$ cat config.mk
export PLATFORM = sky130hd
export DESIGN_NAME = smf_top
export DESIGN_NICKNAME = d
export VERILOG_FILES = /design/src/design/smf_pkg.sv /design/src/design/smf_top.sv /design/src/design/smf_fifo.sv /design/src/design/smf_dma.sv
export SDC_FILE = /design/constraint.sdc
export NUM_CORES = 1
export LEC_CHECK = 0
export BUFFER_PORTS_ARGS = -buffer_cell sky130_fd_sc_hd__buf_2
export CAP_MARGIN = 20
export CORE_MARGIN = 5
export CORE_UTILIZATION = 40
export CTS_BUF_LIST = sky130_fd_sc_hd__clkbuf_4 sky130_fd_sc_hd__clkbuf_8 sky130_fd_sc_hd__clkbuf_16
export DETAILED_ROUTE_END_ITERATION = 8
export SLEW_MARGIN = 20
export SYNTH_ARGS = -nofsm -noshare
export SYNTH_HDL_FRONTEND = slang
export SYNTH_SLANG_ARGS = --single-unit
$ cat constraint.sdc
create_clock -name mclk_in -period 6.7 [get_ports mclk_in]
set_input_delay 1.005 -clock mclk_in [delete_from_list [all_inputs] [get_ports mclk_in]]
set_output_delay 1.005 -clock mclk_in [all_outputs]
set_load 0.05 [all_outputs]
$ cat src/design/smf_pkg.sv
package smf_pkg;
    // queue geometry
    localparam int FIFO_WIDTH = 8;
    localparam int FIFO_DEPTH = 8;
    localparam int CNT_W = 4;
    localparam logic [CNT_W-1:0] FIFO_HALF = 4'h4;
    // length counter and dma address widths
    localparam int LEN_W = 12;
    localparam int ADDR_W = 15;
    localparam logic [LEN_W-1:0] LEN_RESET = 12'h000;
    // serial clock divisor floor
    localparam logic [7:0] DIV_MIN = 8'h02;
    // bit counting within one byte
    localparam logic [3:0] LAST_BIT = 4'h7;
    localparam logic [3:0] BIT_ZERO = 4'h0;
    // byte sent when there is no queued data
    localparam logic [7:0] FILL_BYTE = 8'hff;
    localparam logic [7:0] BYTE_RESET = 8'h00;
    // pin synchroniser reset: {chip select n, clock, mosi, miso}
    localparam logic [3:0] PIN_RESET = 4'h8;
    // master engine states
    typedef enum logic [1:0] {
        SMF_M_IDLE = 2'b01,
        SMF_M_XFER = 2'b10
    } smf_mstate_type;
endpackage

$ cat src/design/smf_top.sv
`timescale 1ns/1ns
module smf_top #(
    parameter bit SLAVE_CAPABLE = 1'b1
) (
    // clock and reset
    input wire logic mclk_in,
    input wire logic rstn_in,
    // configuration
    input wire logic target_role_select_in,
    input wire logic clock_format_select_in,
    input wire logic queue_direction_in,
    input wire logic lsb_first_select_in,
    input wire logic two_wire_select_in,
    input wire logic first_byte_command_mode_in,
    input wire logic slave_out_fixed_in,
    input wire logic data_out_line_drive_en_in,
    input wire logic clock_pin_drive_en_in,
    input wire logic data_in_line_drive_en_in,
    input wire logic gpio_out_value_in,
    input wire logic [7:0] serial_clock_divisor_in,
    input wire logic [7:0] slave_preset_byte_in,
    input wire logic clear_all_in,
    // length counter
    input wire logic length_wr_in,
    input wire logic [15:0] length_data_in,
    output logic [smf_pkg::LEN_W-1:0] remaining_length_counter_out,
    // queue data port
    input wire logic queue_wr_valid_in,
    input wire logic [7:0] queue_wr_data_in,
    output logic queue_wr_ready_out,
    output logic queue_rd_valid_out,
    output logic [7:0] queue_rd_data_out,
    input wire logic queue_rd_ready_in,
    output logic [smf_pkg::CNT_W-1:0] queue_byte_count_out,
    // shift buffer
    input wire logic buffer_wr_in,
    input wire logic [7:0] buffer_wr_data_in,
    output logic [7:0] shift_buffer_reg_out,
    // status
    output logic idle_flag_out,
    output logic fifo_ready_out,
    output logic half_full_out,
    output logic byte_done_out,
    output logic overflow_out,
    output logic slave_selected_out,
    output logic command_valid_out,
    output logic [7:0] command_byte_out,
    // dma
    input wire logic dma_transfer_enable_in,
    input wire logic [smf_pkg::ADDR_W-1:0] dma_start_address_in,
    input wire logic [smf_pkg::ADDR_W-1:0] dma_stop_address_in,
    output logic dma_req_out,
    output logic dma_we_out,
    output logic [smf_pkg::ADDR_W-1:0] dma_addr_out,
    output logic [7:0] dma_wdata_out,
    input wire logic [7:0] dma_rdata_in,
    input wire logic dma_ack_in,
    output logic dma_end_out,
    // spi pins
    input wire logic chip_select_input_n_in,
    input wire logic sck_in,
    output logic sck_out,
    output logic sck_oe_out,
    input wire logic mosi_in,
    output logic mosi_out,
    output logic mosi_oe_out,
    input wire logic miso_in,
    output logic miso_out,
    output logic miso_oe_out
);
    import smf_pkg::*;

    // pin synchronisers
    logic [3:0] pin_raw, sync1, sync2, sync3, pin_stable, pin_prev;
    logic cs_active, sck_s, mosi_s, miso_s, sck_rise, sck_fall;
    assign pin_raw = {chip_select_input_n_in, sck_in, mosi_in, miso_in};
    genvar gi;
    generate
        for (gi = 0; gi < 4; gi++) begin : g_sync
            always_ff @(posedge mclk_in or negedge rstn_in) begin
                if (!rstn_in) begin
                    sync1[gi] <= PIN_RESET[gi];
                    sync2[gi] <= PIN_RESET[gi];
                    sync3[gi] <= PIN_RESET[gi];
                    pin_stable[gi] <= PIN_RESET[gi];
                    pin_prev[gi] <= PIN_RESET[gi];
                end else begin
                    sync1[gi] <= pin_raw[gi];
                    sync2[gi] <= sync1[gi];
                    sync3[gi] <= sync2[gi];
                    if (sync2[gi] == sync3[gi]) begin
                        pin_stable[gi] <= sync3[gi];
                    end
                    pin_prev[gi] <= pin_stable[gi];
                end
            end
        end
    endgenerate
    assign cs_active = !pin_stable[3];
    assign sck_s = pin_stable[2];
    assign mosi_s = pin_stable[1];
    assign miso_s = pin_stable[0];
    assign sck_rise = sck_s & !pin_prev[2];
    assign sck_fall = !sck_s & pin_prev[2];

    // queue and dma wiring
    logic slave_mode, dir_rx;
    logic f_in_valid, f_in_ready, f_out_valid, f_out_ready;
    logic [7:0] f_in_data, f_out_data;
    logic eng_push, eng_pop, dma_push, dma_pop;
    logic [7:0] eng_push_data, dma_push_data;
    assign slave_mode = SLAVE_CAPABLE & target_role_select_in;
    assign dir_rx = queue_direction_in;

    // queue role follows the direction bit; dma replaces the processor port
    assign f_in_valid = dir_rx ? eng_push : (dma_transfer_enable_in ? dma_push : queue_wr_valid_in);
    assign f_in_data = dir_rx ? eng_push_data : (dma_transfer_enable_in ? dma_push_data : queue_wr_data_in);
    assign f_out_ready = dir_rx ? (dma_transfer_enable_in ? dma_pop : queue_rd_ready_in) : eng_pop;
    assign queue_wr_ready_out = !dir_rx & !dma_transfer_enable_in & f_in_ready;
    assign queue_rd_valid_out = dir_rx & !dma_transfer_enable_in & f_out_valid;
    assign queue_rd_data_out = f_out_data;

    smf_fifo #(
        .WIDTH(FIFO_WIDTH),
        .DEPTH(FIFO_DEPTH),
        .CW(CNT_W)
    ) u_fifo (
        .mclk_in(mclk_in),
        .rstn_in(rstn_in),
        .flush_in(clear_all_in),
        .in_valid_in(f_in_valid),
        .in_data_in(f_in_data),
        .in_ready_out(f_in_ready),
        .out_valid_out(f_out_valid),
        .out_data_out(f_out_data),
        .out_ready_in(f_out_ready),
        .count_out(queue_byte_count_out)
    );

    smf_dma u_dma (
        .mclk_in(mclk_in),
        .rstn_in(rstn_in),
        .enable_in(dma_transfer_enable_in),
        .to_memory_in(dir_rx),
        .start_in(dma_start_address_in),
        .stop_in(dma_stop_address_in),
        .fifo_in_ready_in(f_in_ready),
        .push_out(dma_push),
        .push_data_out(dma_push_data),
        .fifo_out_valid_in(f_out_valid),
        .fifo_out_data_in(f_out_data),
        .pop_out(dma_pop),
        .mem_req_out(dma_req_out),
        .mem_we_out(dma_we_out),
        .mem_addr_out(dma_addr_out),
        .mem_wdata_out(dma_wdata_out),
        .mem_rdata_in(dma_rdata_in),
        .mem_ack_in(dma_ack_in),
        .end_out(dma_end_out)
    );

    // master engine
    smf_mstate_type mstate;
    logic [7:0] mcnt, mtx, mrx, buf_data, div_eff, half;
    logic [3:0] mbit;
    logic msck, buf_pend, m_direct, m_start, m_done, m_bit_out, m_src_ok;
    assign div_eff = (serial_clock_divisor_in < DIV_MIN) ? DIV_MIN : serial_clock_divisor_in;
    assign half = {1'b0, div_eff[7:1]};
    assign m_src_ok = dir_rx ? f_in_ready : f_out_valid;
    assign m_start = !slave_mode & (mstate == SMF_M_IDLE)
        & (buf_pend | ((remaining_length_counter_out != LEN_RESET) & m_src_ok));
    assign m_done = (mstate == SMF_M_XFER) & (mcnt == div_eff - 8'h01) & (mbit == LAST_BIT);
    assign m_bit_out = lsb_first_select_in ? mtx[0] : mtx[7];

    always_ff @(posedge mclk_in or negedge rstn_in) begin
        if (!rstn_in) begin
            mstate <= SMF_M_IDLE;
            mcnt <= BYTE_RESET;
            mbit <= BIT_ZERO;
            mtx <= BYTE_RESET;
            mrx <= BYTE_RESET;
            msck <= 1'b0;
            m_direct <= 1'b0;
        end else if (clear_all_in) begin
            mstate <= SMF_M_IDLE;
            msck <= clock_format_select_in;
        end else begin
            case (mstate)
                SMF_M_IDLE: begin
                    msck <= clock_format_select_in;
                    if (m_start) begin
                        mstate <= SMF_M_XFER;
                        mcnt <= BYTE_RESET;
                        mbit <= BIT_ZERO;
                        msck <= 1'b0;
                        m_direct <= buf_pend;
                        mtx <= buf_pend ? buf_data : (dir_rx ? FILL_BYTE : f_out_data);
                    end
                end
                SMF_M_XFER: begin
                    mcnt <= mcnt + 8'h01;
                    if (mcnt == half - 8'h01) begin
                        msck <= 1'b1;
                        // sample on the rising edge
                        mrx <= lsb_first_select_in ? {miso_s, mrx[7:1]} : {mrx[6:0], miso_s};
                    end
                    if (mcnt == div_eff - 8'h01) begin
                        mcnt <= BYTE_RESET;
                        if (mbit == LAST_BIT) begin
                            mstate <= SMF_M_IDLE;
                            msck <= clock_format_select_in;
                        end else begin
                            mbit <= mbit + 4'h1;
                            msck <= 1'b0;
                            // change data on the falling edge
                            mtx <= lsb_first_select_in ? {1'b0, mtx[7:1]} : {mtx[6:0], 1'b0};
                        end
                    end
                end
                default: begin
                    mstate <= SMF_M_IDLE;
                end
            endcase
        end
    end

    // direct byte written to the shift buffer
    always_ff @(posedge mclk_in or negedge rstn_in) begin
        if (!rstn_in) begin
            buf_pend <= 1'b0;
            buf_data <= BYTE_RESET;
        end else begin
            if (clear_all_in | (m_start & buf_pend)) begin
                buf_pend <= 1'b0;
            end
            if (buffer_wr_in & !slave_mode) begin
                buf_pend <= 1'b1;
                buf_data <= buffer_wr_data_in;
            end
        end
    end

    // length counter, master only
    always_ff @(posedge mclk_in or negedge rstn_in) begin
        if (!rstn_in) begin
            remaining_length_counter_out <= LEN_RESET;
        end else if (clear_all_in) begin
            remaining_length_counter_out <= LEN_RESET;
        end else if (length_wr_in) begin
            remaining_length_counter_out <= length_data_in[LEN_W-1:0];
        end else if (m_done & !m_direct & (remaining_length_counter_out != LEN_RESET)) begin
            remaining_length_counter_out <= remaining_length_counter_out - 12'h001;
        end
    end

    // slave engine
    logic [7:0] stx, srx, next_srx, s_next_tx;
    logic [3:0] sbit;
    logic sel, sfresh, sfirst, s_done, s_load, s_pop, s_bit_out, s_starve;
    assign next_srx = lsb_first_select_in ? {mosi_s, srx[7:1]} : {srx[6:0], mosi_s};
    assign s_done = sel & sck_rise & (sbit == LAST_BIT);
    assign s_load = sel & sck_fall & (sbit == BIT_ZERO) & !sfresh;
    assign s_next_tx = (!dir_rx & f_out_valid) ? f_out_data : FILL_BYTE;
    assign s_pop = slave_mode & !dir_rx & f_out_valid
        & ((!sel & cs_active & !first_byte_command_mode_in) | s_load);
    assign s_starve = slave_mode & !dir_rx & !f_out_valid
        & ((!sel & cs_active & !first_byte_command_mode_in) | s_load);
    assign s_bit_out = lsb_first_select_in ? stx[0] : stx[7];

    always_ff @(posedge mclk_in or negedge rstn_in) begin
        if (!rstn_in) begin
            sel <= 1'b0;
            sfresh <= 1'b1;
            sfirst <= 1'b0;
            sbit <= BIT_ZERO;
            stx <= BYTE_RESET;
            srx <= BYTE_RESET;
        end else if (!slave_mode | !cs_active) begin
            sel <= 1'b0;
            sfresh <= 1'b1;
            sbit <= BIT_ZERO;
        end else if (!sel) begin
            sel <= 1'b1;
            sfresh <= 1'b1;
            sbit <= BIT_ZERO;
            sfirst <= first_byte_command_mode_in;
            // preset goes out first, its leading bit shows before any clock
            stx <= first_byte_command_mode_in ? slave_preset_byte_in : s_next_tx;
        end else begin
            if (sck_rise) begin
                sfresh <= 1'b0;
                srx <= next_srx;
                sbit <= (sbit == LAST_BIT) ? BIT_ZERO : sbit + 4'h1;
                if (s_done) begin
                    sfirst <= 1'b0;
                end
            end
            if (s_load) begin
                stx <= s_next_tx;
            end else if (sck_fall & !sfresh) begin
                stx <= lsb_first_select_in ? {1'b0, stx[7:1]} : {stx[6:0], 1'b0};
            end
        end
    end

    // received bytes into the queue, command byte kept apart
    assign eng_push = dir_rx & (m_done | (s_done & !sfirst));
    assign eng_push_data = m_done ? mrx : next_srx;
    assign eng_pop = (m_start & !buf_pend & !dir_rx) | s_pop;

    // exchanged byte, command capture and event pulses
    always_ff @(posedge mclk_in or negedge rstn_in) begin
        if (!rstn_in) begin
            shift_buffer_reg_out <= BYTE_RESET;
            command_byte_out <= BYTE_RESET;
            command_valid_out <= 1'b0;
            byte_done_out <= 1'b0;
            overflow_out <= 1'b0;
        end else begin
            if (m_done) begin
                shift_buffer_reg_out <= mrx;
            end else if (s_done) begin
                shift_buffer_reg_out <= next_srx;
            end
            if (s_done & sfirst) begin
                command_byte_out <= next_srx;
            end
            command_valid_out <= s_done & sfirst;
            byte_done_out <= m_done | s_done;
            overflow_out <= s_starve | (s_done & !sfirst & dir_rx & !f_in_ready);
        end
    end

    // status
    assign idle_flag_out = (mstate == SMF_M_IDLE) & !buf_pend & !sel;
    assign fifo_ready_out = (remaining_length_counter_out != LEN_RESET) & m_src_ok;
    assign half_full_out = dir_rx ? (queue_byte_count_out >= FIFO_HALF)
        : (queue_byte_count_out < FIFO_HALF);
    assign slave_selected_out = sel;

    // pin drive
    assign sck_out = msck;
    assign sck_oe_out = !slave_mode & clock_pin_drive_en_in;
    assign mosi_out = m_bit_out;
    assign mosi_oe_out = !slave_mode & !two_wire_select_in & data_out_line_drive_en_in;
    assign miso_out = slave_mode ? (data_in_line_drive_en_in ? s_bit_out : gpio_out_value_in)
        : m_bit_out;
    assign miso_oe_out = slave_mode ? (slave_out_fixed_in | sel)
        : data_in_line_drive_en_in;
endmodule // smf_top

$ cat src/design/smf_fifo.sv
`timescale 1ns/1ns
module smf_fifo #(
    parameter int WIDTH = 8,
    parameter int DEPTH = 32,
    parameter int CW = $clog2(DEPTH + 1)
) (
    // clock and reset
    input wire logic mclk_in,
    input wire logic rstn_in,
    input wire logic flush_in,
    // fill side
    input wire logic in_valid_in,
    input wire logic [WIDTH-1:0] in_data_in,
    output logic in_ready_out,
    // drain side
    output logic out_valid_out,
    output logic [WIDTH-1:0] out_data_out,
    input wire logic out_ready_in,
    // fill level
    output logic [CW-1:0] count_out
);
    localparam int PW = (DEPTH > 1) ? $clog2(DEPTH) : 1;
    logic [WIDTH-1:0] mem [DEPTH];
    logic [PW-1:0] wptr, rptr;
    logic do_wr, do_rd;
    assign in_ready_out = (count_out != CW'(DEPTH));
    assign out_valid_out = (count_out != '0);
    assign out_data_out = mem[rptr];
    assign do_wr = in_valid_in & in_ready_out;
    assign do_rd = out_ready_in & out_valid_out;
    always_ff @(posedge mclk_in) begin
        if (do_wr) begin
            mem[wptr] <= in_data_in;
        end
    end
    always_ff @(posedge mclk_in or negedge rstn_in) begin
        if (!rstn_in) begin
            wptr <= '0;
            rptr <= '0;
            count_out <= '0;
        end else if (flush_in) begin
            wptr <= '0;
            rptr <= '0;
            count_out <= '0;
        end else begin
            if (do_wr) begin
                wptr <= (wptr == PW'(DEPTH - 1)) ? '0 : wptr + 1'b1;
            end
            if (do_rd) begin
                rptr <= (rptr == PW'(DEPTH - 1)) ? '0 : rptr + 1'b1;
            end
            count_out <= count_out + CW'(do_wr) - CW'(do_rd);
        end
    end
endmodule // smf_fifo

$ cat src/design/smf_dma.sv
`timescale 1ns/1ns
module smf_dma (
    // clock and reset
    input wire logic mclk_in,
    input wire logic rstn_in,
    // control
    input wire logic enable_in,
    input wire logic to_memory_in,
    input wire logic [smf_pkg::ADDR_W-1:0] start_in,
    input wire logic [smf_pkg::ADDR_W-1:0] stop_in,
    // queue side
    input wire logic fifo_in_ready_in,
    output logic push_out,
    output logic [7:0] push_data_out,
    input wire logic fifo_out_valid_in,
    input wire logic [7:0] fifo_out_data_in,
    output logic pop_out,
    // memory side
    output logic mem_req_out,
    output logic mem_we_out,
    output logic [smf_pkg::ADDR_W-1:0] mem_addr_out,
    output logic [7:0] mem_wdata_out,
    input wire logic [7:0] mem_rdata_in,
    input wire logic mem_ack_in,
    output logic end_out
);
    import smf_pkg::*;
    logic can_go;
    // stop address is exclusive: last byte is at stop - 1
    assign can_go = enable_in & !mem_req_out & !end_out & (mem_addr_out != stop_in);
    assign pop_out = can_go & to_memory_in & fifo_out_valid_in;
    assign push_out = mem_req_out & mem_ack_in & !mem_we_out;
    assign push_data_out = mem_rdata_in;
    always_ff @(posedge mclk_in or negedge rstn_in) begin
        if (!rstn_in) begin
            mem_req_out <= 1'b0;
            mem_we_out <= 1'b0;
            mem_addr_out <= '0;
            mem_wdata_out <= BYTE_RESET;
            end_out <= 1'b0;
        end else if (!enable_in) begin
            mem_req_out <= 1'b0;
            mem_addr_out <= start_in;
            end_out <= 1'b0;
        end else if (mem_req_out) begin
            if (mem_ack_in) begin
                mem_req_out <= 1'b0;
                mem_addr_out <= mem_addr_out + 1'b1;
            end
        end else if (mem_addr_out == stop_in) begin
            end_out <= 1'b1;
        end else if (can_go & (to_memory_in ? fifo_out_valid_in : fifo_in_ready_in)) begin
            mem_req_out <= 1'b1;
            mem_we_out <= to_memory_in;
            mem_wdata_out <= fifo_out_data_in;
        end
    end
endmodule // smf_dma

Yosys cells after proc, flatten, opt, wreduce, memory -nomap -nowiden
Memory sizes are Yosys's and may differ from the RTL's.
Index checks and enable logic that the tools add are counted.

storage, ports and cells
  output and inout port bits = 81
  memories kept = 1
  memory bits (writable) = 64
  word-level logic and storage cells = 282
  register bits after elaboration = 148
  input bits = 110

operators by class
  add/sub/neg operators = 11
  multiplexer cells = 87
  bitwise gates (word level) = 64
  eq/ne operators = 30
  magnitude comparators = 3
  reduce and logical (&&, ||, !) cells = 40

memories
  memory      depth  bits a word  rd ports  clocked after Yosys merged registers in  wr ports  RTL line        RTL
  u_fifo.mem  8      8            1         0                                        1         smf_fifo.sv:23  logic [WIDTH-1:0] mem [DEPTH];

operator list
  kind                     count
  $mux W8                  22
  $and A1 B1 Y1            51
  $mux W15                 3
  $mux W1                  36
  $mux W12                 3
  $mux W4                  8
  $pmux W8 S2              2
  $logic_not A1 Y1         18
  $mux W3                  6
  $reduce_and A3 Y1        6
  $eq A8 B8 Y1             2
  $add A15 B1 Y15 const B  1
  $eq A15 B15 Y1           1
  $ne A15 B15 Y1           1
  $reduce_bool A12 Y1      1
  $sub A12 B1 Y12 const B  1
  $ne A2 B1 Y1 const B     5
  $reduce_bool A2 Y1       5
  $ne A3 B2 Y1 const B     3
  $or A1 B1 Y1             9
  $add A4 B1 Y4 const B    2
  $add A8 B1 Y8 const B    1
  $eq A4 B3 Y1 const B     2
  $lt A8 B2 Y1 const B     1
  other kinds (27)         45

Longest topological paths before layout
Gate-level depths: netlist (run 1).

  depth after elaboration = 13
  mapped depth = 16
  depth with buffers taken out = 15

Cells and area by module
Synthesis (run 1) repeated with hierarchy kept, for this count alone.

second synthesis, totals
  cells, all modules = 1,010
  area, all modules = 11,225.8 sq um

modules (own cells, without submodules)
  module    area each (sq um)  seq. area each (sq um)  instances  cells an instance
  smf_top   6,531.3            2,810.2                 1          692
  smf_fifo  3,161.8            2,172.1                 1          168
  smf_dma   1,532.7            650.6                   1          150

Least setup slack after synthesis (run 1)
No wires, ideal clock.

  path type = input to register
  start = input serial_clock_divisor_in[6]
  end = memory u_fifo.mem[4][0] (enable)
  data arrival time = 4,420 ps
  slack = 1,895 ps
  stages on the path = 11
  buffers on the path = 1
  setup time = 385 ps
  data required time = 6,315 ps
  cells stage by stage = buf_2 or4_4 o21ai_2 ha_1 nor3b_1 mux2i_1 a2bb2oi_1 a211oi_4 a31oi_2 or2_1 nor3b_1

between the ends
  cells in the longest elaborated chain, start to end = 12

ends and longest elaborated chain
  what                               RTL line        RTL
  start, declared                    smf_top.sv:20   input wire logic [7:0] serial_clock_divisor_in,
  $lt A8 B2 Y1                       smf_top.sv:167  assign div_eff = (serial_clock_divisor_in < DIV_MIN) ? DIV_MIN : serial_clock_divisor_in;
  $mux W8 (*)                        smf_top.sv:167
  $sub A8 B1 Y8 (*)                  smf_top.sv:172  assign m_done = (mstate == SMF_M_XFER) & (mcnt == div_eff - 8'h01) & (mbit == LAST_BIT);
  $eq A8 B8 Y1 (*)                   smf_top.sv:172
  $and A1 B1 Y1 (*) (2 in series)    smf_top.sv:172
  $or A1 B1 Y1 (*)                   smf_top.sv:307  assign eng_push = dir_rx & (m_done | (s_done & !sfirst));
  $and A1 B1 Y1 (*)                  smf_top.sv:307
  $mux W1 (*)                        smf_top.sv:116  assign f_in_valid = dir_rx ? eng_push : (dma_transfer_enable_in ? dma_push : queue_wr_valid_in);
  $and A1 B1 Y1 (*)                  smf_fifo.sv:29  assign do_wr = in_valid_in & in_ready_out;
  $mux W1 (*)                        smf_fifo.sv:32  if (do_wr) begin
  $mux W1 (not written as such) (*)  smf_fifo.sv:33  mem[wptr] <= in_data_in;
  end, declared                      smf_fifo.sv:23

Every way passes the cells marked *; elsewhere a longest branch is shown, timed or not.

Worst setup path after layout (run 1)
  start = input serial_clock_divisor_in[3]
  end = memory u_fifo.mem[5][3] (enable)

Same word-level chain as after synthesis.

==> results.py, run 1 <==
metrics = {
    "timing": {
        "fin_crit_sh_pct": 71.9,
        "setup_violations": 0,
        "hold_violations": 0,
        "rsz0062_at_grt": "false",
        "final-max-slew-violation-count": 0,
        "clock_skew_ns": 0.0134,
        "relSlewSlack_pct": 35.7,
        "finalSetupTns_ns": 0,
        "min_period_ns": 4.82,
        "timing.fmax_mhz": 208,
        "tightest_slew_ns": 0.961,
    },
    "yosys": {
        "synth_top_area_share_pct": 32.4,
        "synth_edf_count": 64,
        "synth_compound_area_share_pct": 11.7,
        "yosys-top-cells-area": "dfrtp_1 32%, edfxtp_1 18%, mux2_2 5.6%",
        "synth_simple_gate_area_share_pct": 14.2,
        "avgSynthCellArea_um2": 11.0,
        "ys.flop_type": "dfrtp_1",
        "synthAdderAreaFrac_pct": 2.94,
        "synth_fp_nets": 1134,
        "ys_ff_latch": 212,
        "ys_warn_count": 0,
        "synth_top_family_by_area": "simple AND/OR/NAND/NOR gates",
        "yosys.area.top_type": "dfrtp_1",
        "synthMuxAreaShare_pct": 11.8,
        "yosysUniqueCellTypes": 73,
        "synth_xor_area_share_pct": 4.71,
        "syn_inst": 1002,
        "ys_seq_area_share_pct": 51.3,
        "syn_area_um2": 11000,
        "async_reset_ff_share_pct": 69.8,
    },
    "routing": {
        "avgRoutedWirePerCell_um": 17.8,
        "dr.pass1.iters": 4,
        "num_vias": 8021,
        "drc": 0,
        "viasPerCell": 5.25,
        "drt-initial-drc-count": 444,
        "drt_wl_total_um": 27200,
        "ant_nets": 0,
    },
    "pwr": {
        "cellLeakagePower_uw": 0.00559,
        "ir_drop_uv": 174,
        "p_total_uw": 4490,
        "power_density_nw_per_um2": 342,
    },
    "floorplan": {
        "die_x_um": 176,
        "io-pin-count": 191,
        "rows": 60,
        "core_um2": 27000,
        "die_h_um": 176,
        "start_util_pct": 40.6,
        "fp.dieArea_um2": 30900,
    },
    "hold_path": {
        "hold_path_class": "reg2reg",
        "whs_endpoint": "sync2[0]$_DFF_PN0_",
        "hold_depth": 0,
        "hold_path_startpoint": "sync1[0]$_DFF_PN0_",
    },
    "setup_path": {
        "required_ns": 6.85,
        "cpMostUsedCell": "nor2_1",
        "worstRegToRegCells": 12,
        "crit_cells": 12,
        "arrival_ns": 4.97,
        "timing.rr.end": "u_fifo.count_out[2]$_DFF_PN0_",
        "criticalPathCategory": "in2reg",
        "cp_top_family": "simple AND/OR/NAND/NOR gates",
        "start_kind": "input port",
        "endpoint_kind": "register",
        "regToRegSetupSlack_ns": 2.92,
        "critical_path.max_stage_delay_ns": 0.73,
        "cp_cell_sequence": "buf_2 -> or3_1 -> nor2_1 -> nor2_1 -> ha_1 -> nor3b_2 -> a21boi_0 -> or3_1 -> a22oi_4 -> a31oi_2 -> or2_1 -> nor2_1",
        "cp.buffers_inverters": 1,
        "slowest_stage": "nor2_1",
        "r2r-start": "remaining_length_counter_out[2]$_DFFE_PN0P_",
        "crit_fanout": 19,
    },
    "clocking": {
        "cts_buffer_depth": 3,
        "cts-root-buf": "clkbuf_16",
        "post-cts-setup-buffers": 0,
        "post_cts_resize_count": 0,
        "htreeDepth": 1,
        "cts_made_buffers": 25,
        "path_clk_slew_ns": 0.06,
        "clock-sinks": 212,
        "ctsHoldBuffers": 0,
        "insertion_delay_ns": 0.53,
        "cts_tree": "done",
    },
    "grt": {
        "antenna_found_initial": 3,
        "grt_max_degree": 82,
        "grt_pass1_wl_um": 43400,
        "groute.usage.overall_pct": 17.3,
        "first_global_vias": 7941,
        "overflow": 0,
    },
    "placed_design": {
        "placed_cells_incl_taps": 1481,
        "gp_congestion": 0.800,
        "hpwl_um": 19400,
        "io_buffers": 186,
    },
    "finish": {
        "fin_nets": 1299,
        "drive_gt1_share_pct": 28.8,
        "area_delta_synth_final_pct": 19.5,
        "final_cells": 1528,
    },
    "run_status": {
        "status": "finished clean",
    },
    "run": {
        "maxCapViolations": 0,
    },
}
[worst reg2reg max path: cells and delay by family (launching register included)]
| kind | cells | cell delay [ns] |
|---|---|---|
| AND/OR/NAND/NOR | 4 | 1.25 |
| adder cells (fa/ha/maj) | 3 | 0.88 |
| XOR/XNOR | 1 | 0.15 |
| flip-flops | 1 | 0.44 |
| AO/OA/AOI/OAI | 2 | 0.81 |
| buffers and inverters | 2 | 0.12 |
[metrics by stage]
| step | hold slack, ns | utilization, % | area (um^2) | setup WS, ns |
|---|---|---|---|---|
| 3_5_place_dp | 0.336 | 45.1 | 12200 | 1.32 |
| 2_1_floorplan | 0.331 | - | 11000 | 1.89 |
| 5_1_grt | 0.356 | 48.6 | 13100 | 1.59 |
| 3_3_place_gp | 0.331 | 45.1 | 12200 | 1.39 |
| 4_1_cts | 0.349 | 48.6 | 13100 | 1.87 |
| 6_report | 0.348 | 48.6 | 13100 | 1.88 |
[layer usage]
metal / part of all wire (%) / global-route usage (%) / vias to the layer above
met3: 5.1 / 3.21 / 39
met2: 48 / 28.8 / 158
met1: 45 / 23.8 / 3873
met5: 0.099 / 0 / -
li1: - / - / 3947
met4: 2.1 / 3.80 / 4
[registers in the layout, indices dropped and copies added, names as in the netlist, 3 cells and up]
register	cells
mtx	8
srx	8
command_byte_out	8
remaining_length_counter_out	12
sbit	4
buf_data	8
shift_buffer_reg_out	8
mcnt	8
u_dma.mem_wdata_out	8
mrx	8
u_fifo.count_out	4
sync2	4
u_dma.mem_addr_out	15
u_fifo.wptr	3
mbit	4
sync1	4
u_fifo.rptr	3
u_fifo.mem	64
sync3	4
stx	8
[where the power goes]
| part | total (uW) | internal [uW] | switching [uW] | leakage (uW) |
|---|---|---|---|---|
| clock | 1500 | 955 | 545 | 0.000465 |
| combinational | 1340 | 463 | 877 | 0.00278 |
| sequential | 1650 | 1520 | 133 | 0.00234 |
[layout by cell type (no fill, tap or decap), types with 6 or more instances in the layout]
cell type and n:
a21boi_0 6, a21oi_1 64, a221oi_1 7, a31o_2 9
a31oi_1 8, and2_1 6, and3_1 10, buf_2 185
buf_4 8, clkbuf_16 26, clkbuf_4 6, dfrtp_1 142
dfstp_2 6, edfxtp_1 64, ha_1 21, inv_1 38
mux2_2 55, mux2i_1 32, mux4_2 16, nand2_1 82
nand2b_1 15, nand3_1 15, nand4_1 14, nor2_1 87
nor2b_1 15, nor3_1 22, nor3b_1 8, nor4_1 7
o21a_1 13, o21ai_0 30, o221ai_1 6, o22ai_1 12
or2_0 8, or3_1 7, xnor2_1 36, xor2_1 23
[cell families after synthesis]
logic type | count (synthesis)
xor gates and xnor gates | 59
DFF | 212
buffers and inverters | 95
muxes | 103
AOI/OAI and AO/OA | 193
and+or+nand+nor | 314
adders and majority gates | 26
[Yosys cell counts, types with 9 or more instances]
master,number
a21oi_1,64
a31o_2,9
and3_1,10
clkbuf_1,47
dfrtp_1,142
edfxtp_1,64
ha_1,21
inv_1,38
mux2_2,55
mux2i_1,32
mux4_2,16
nand2_1,82
nand2b_1,15
nand3_1,15
nand4_1,14
nor2_1,87
nor2b_1,15
nor3_1,22
nor3b_1,10
o21a_1,13
o21ai_0,30
o22ai_1,12
xnor2_1,36
xor2_1,23
[cell type report]
class | count | area [um^2]
clock inverters | 12 | 203
fillers | 2520 | 13900
clock buffers | 34 | 723
well taps | 341 | 427
repair buffers | 194 | 997
inverters | 39 | 146
multi-input cells | 695 | 5000
flip-flops and latches | 212 | 5630
diodes | 1 | 2.50
[worst max-delay path by stage]
stage	start	end	slack [ns]
finish	serial_clock_divisor_in[3]	u_fifo.mem[5][3]$_DFFE_PP_	1.88
global route	serial_clock_divisor_in[3]	u_fifo.mem[4][3]$_DFFE_PP_	1.59
CTS	serial_clock_divisor_in[3]	u_fifo.mem[4][5]$_DFFE_PP_	1.87
floorplan	serial_clock_divisor_in[6]	u_fifo.mem[4][0]$_DFFE_PP_	1.89
global placement	serial_clock_divisor_in[3]	u_fifo.mem[4][5]$_DFFE_PP_	1.39
detailed placement	serial_clock_divisor_in[3]	u_fifo.mem[4][7]$_DFFE_PP_	1.32
No activity file was read; power rests on OpenSTA's default activity.
==> run 2: changes to the inputs <==
Settings changed: ABC_AREA from default to 1.
Clock period 6.7 ns to 4.25 ns, I/O delays scaled along.
==> results.py, run 2 <==
metrics = {
    "pwr": {
        "clockPowerShare_pct": 30.5,
        "switchingPower_uw": 2740,
        "p_int_uw": 4350,
        "sw_frac_of_total_pct": 38.7,
        "pwr-share-comb_pct": 32.4,
        "cellLeakagePower_uw": 0.00641,
        "ir_drop_uv": 262,
        "seqPwrFrac_pct": 37.1,
        "power_density_nw_per_um2": 527,
    },
    "timing": {
        "fin_crit_sh_pct": 80.5,
        "final-max-slew-violation-count": 0,
        "fin_ws_ns": 0.828,
        "clock_skew_ns": 0.0191,
        "timing.fmax_mhz": 292,
        "setup_violations": 0,
        "hold_violations": 0,
        "tightest_slew_ns": 0.847,
        "finalSetupTns_ns": 0,
        "min_period_ns": 3.42,
        "relSlewSlack_pct": 43.4,
        "rsz0062_at_grt": "false",
    },
    "finish": {
        "seq_area_um2": 5630,
        "drive_gt1_share_pct": 20.1,
        "area_delta_synth_final_pct": 20.4,
        "layout_commonest_cell": "nand2_1",
        "largest_registers": "u_fifo.mem (64), u_dma.mem_addr_out (15), remaining_length_counter_out (12)",
        "final_cell_mix": "318 x nand2_1, 186 x buf_2, 150 x nor2_1",
        "fillers": 2707,
        "largest_reg_flops": 64,
        "multi_input_area_um2": 4790,
        "top_register": "u_fifo.mem",
        "fin_nets": 1664,
    },
    "setup_path": {
        "required_ns": 3.61,
        "endpoint_kind": "output pin",
        "criticalPathCategory": "reg2out",
        "start_kind": "register",
        "worstRegToRegCells": 17,
        "crit_fanout": 16,
        "arrival_ns": 2.78,
    },
    "clocking": {
        "clock-sinks": 212,
        "cts_made_buffers": 25,
        "cts_buffer_depth": 3,
        "ctsHoldBuffers": 0,
        "post_cts_resize_count": 0,
        "cts_tree": "done",
        "cts-root-buf": "clkbuf_16",
        "insertion_delay_ns": 0.53,
        "htreeDepth": 1,
        "post-cts-setup-buffers": 0,
        "path_clk_slew_ns": 0.06,
    },
    "yosys": {
        "ys_warn_count": 0,
        "synth_top_area_share_pct": 31.8,
        "ys_seq_area_share_pct": 50.4,
        "avgSynthCellArea_um2": 8.38,
        "ys.flop_type": "dfrtp_1",
        "yosys.area.top_type": "dfrtp_1",
        "ys_ff_latch": 212,
        "synth_fp_nets": 1466,
        "async_reset_ff_share_pct": 69.8,
        "synth_edf_count": 64,
        "yosysUniqueCellTypes": 53,
        "synth_common_cells": "318 x nand2_1, 151 x nor2_1, 142 x dfrtp_1",
        "syn_inst": 1334,
        "syn_area_um2": 11200,
        "yosys-top-cells-area": "dfrtp_1 32%, edfxtp_1 17%, nand2_1 11%",
        "yosysMostFrequentCell": "nand2_1",
    },
    "floorplan": {
        "core_um2": 27700,
        "die_x_um": 177,
        "fp.dieArea_um2": 31400,
        "rows": 61,
        "io-pin-count": 191,
        "start_util_pct": 40.4,
        "die_h_um": 177,
    },
    "hold_path": {
        "hold_path_class": "in2async",
    },
    "routing": {
        "dr.pass1.iters": 5,
        "ant_nets": 0,
        "drt-initial-drc-count": 617,
        "num_vias": 9761,
        "viasPerCell": 5.05,
        "drc": 0,
        "avgRoutedWirePerCell_um": 16.2,
        "drt_wl_total_um": 31300,
    },
    "grt": {
        "first_global_vias": 9224,
        "grt_max_degree": 90,
        "groute.usage.overall_pct": 19.6,
        "overflow": 0,
        "grt_pass1_wl_um": 49700,
        "antenna_found_initial": 2,
    },
    "run_status": {
        "status": "finished clean",
    },
    "placed_design": {
        "gp_congestion": 0.859,
        "io_buffers": 186,
        "hpwl_um": 22900,
        "post-place-ws_ns": 0.557,
    },
    "run": {
        "maxCapViolations": 0,
    },
}
==> run 2: worst max-delay path, cell delays in order (launching register included) <==
cell and delay [ns]:
dfrtp_1 0.59, inv_1 0.32, buf_4 0.24, nor2_1 0.05
o32ai_1 0.22, inv_1 0.07, o21ai_0 0.39, buf_2 0.36
==> run 2: metrics by stage <==
stage	area [um^2]	hold WS, ns	std cells	utilization (%)	power, uW
finish	13500	0.189	1931	48.6	7100
global route	13500	0.184	1931	48.6	7500
CTS	13500	0.187	1929	48.6	7170
detailed placement	12600	0.337	1883	45.5	4980
global placement	12600	0.335	1882	45.5	4940
floorplan	11200	0.331	1334	-	4220
==> run 2: power groups by stage <==
stage | clock, uW | combinational [uW] | sequential (uW)
3_5_place_dp | 0 | 2310 | 2670
3_3_place_gp | 0 | 2280 | 2660
4_1_cts | 2210 | 2320 | 2630
5_1_grt | 2300 | 2530 | 2670
6_report | 2160 | 2300 | 2630
2_1_floorplan | 0 | 1270 | 2960
==> run 2: worst paths after layout <==
| path | from | to | slack, ns |
|---|---|---|---|
| max | u_fifo.rptr[0]$_DFFE_PN0P_ | queue_rd_data_out[6] | 0.83 |
| min | rstn_in | sync1[1]$_DFF_PN0_ | 0.19 |
| max reg2reg | u_fifo.count_out[2]$_DFF_PN0_ | u_fifo.count_out[2]$_DFF_PN0_ | 0.92 |
| min reg2reg | sync1[1]$_DFF_PN0_ | sync2[1]$_DFF_PN0_ | 0.35 |
| max in group asynchronous | rstn_in | command_byte_out[4]$_DFFE_PN0P_ | 3.05 |
| min in group mclk_in | mosi_in | sync1[1]$_DFF_PN0_ | 0.22 |
==> run 2: kinds of logic (layout without fill, tap and decap cells) <==
family | count (synthesis) | count (layout) | synth area share (%)
simple gates | 616 | 616 | 23.5
compound gates | 242 | 242 | 12.8
flops | 212 | 212 | 50.4
buf+inv | 194 | 411 | 6.81
xor+xnor | 36 | 36 | 2.82
fa+ha+maj | 26 | 26 | 2.89
mux | 8 | 8 | 0.806
other cells | 0 | 2 | 0
==> run 2: routing by layer <==
| layer | wire length, um | GRT usage, % | share of wire, % | up-vias |
|---|---|---|---|---|
| li1 | - | - | - | 4844 |
| met4 | 695 | 4.77 | 2.2 | 0 |
| met5 | 0 | 0 | 0 | - |
| met2 | 14200 | 30.8 | 45 | 260 |
| met1 | 14500 | 28.1 | 46 | 4613 |
| met3 | 1880 | 3.89 | 6.0 | 44 |
==> run 2: cell type report <==
cell class | count | share of cell area, %
diodes | 2 | 0.0372
flip-flops and latches | 212 | 41.8
clock inverters | 17 | 1.27
clock buffers | 29 | 4.96
inverters | 148 | 4.14
repair buffers | 217 | 8.67
multi-input cells | 928 | 35.6
well taps | 378 | 3.51
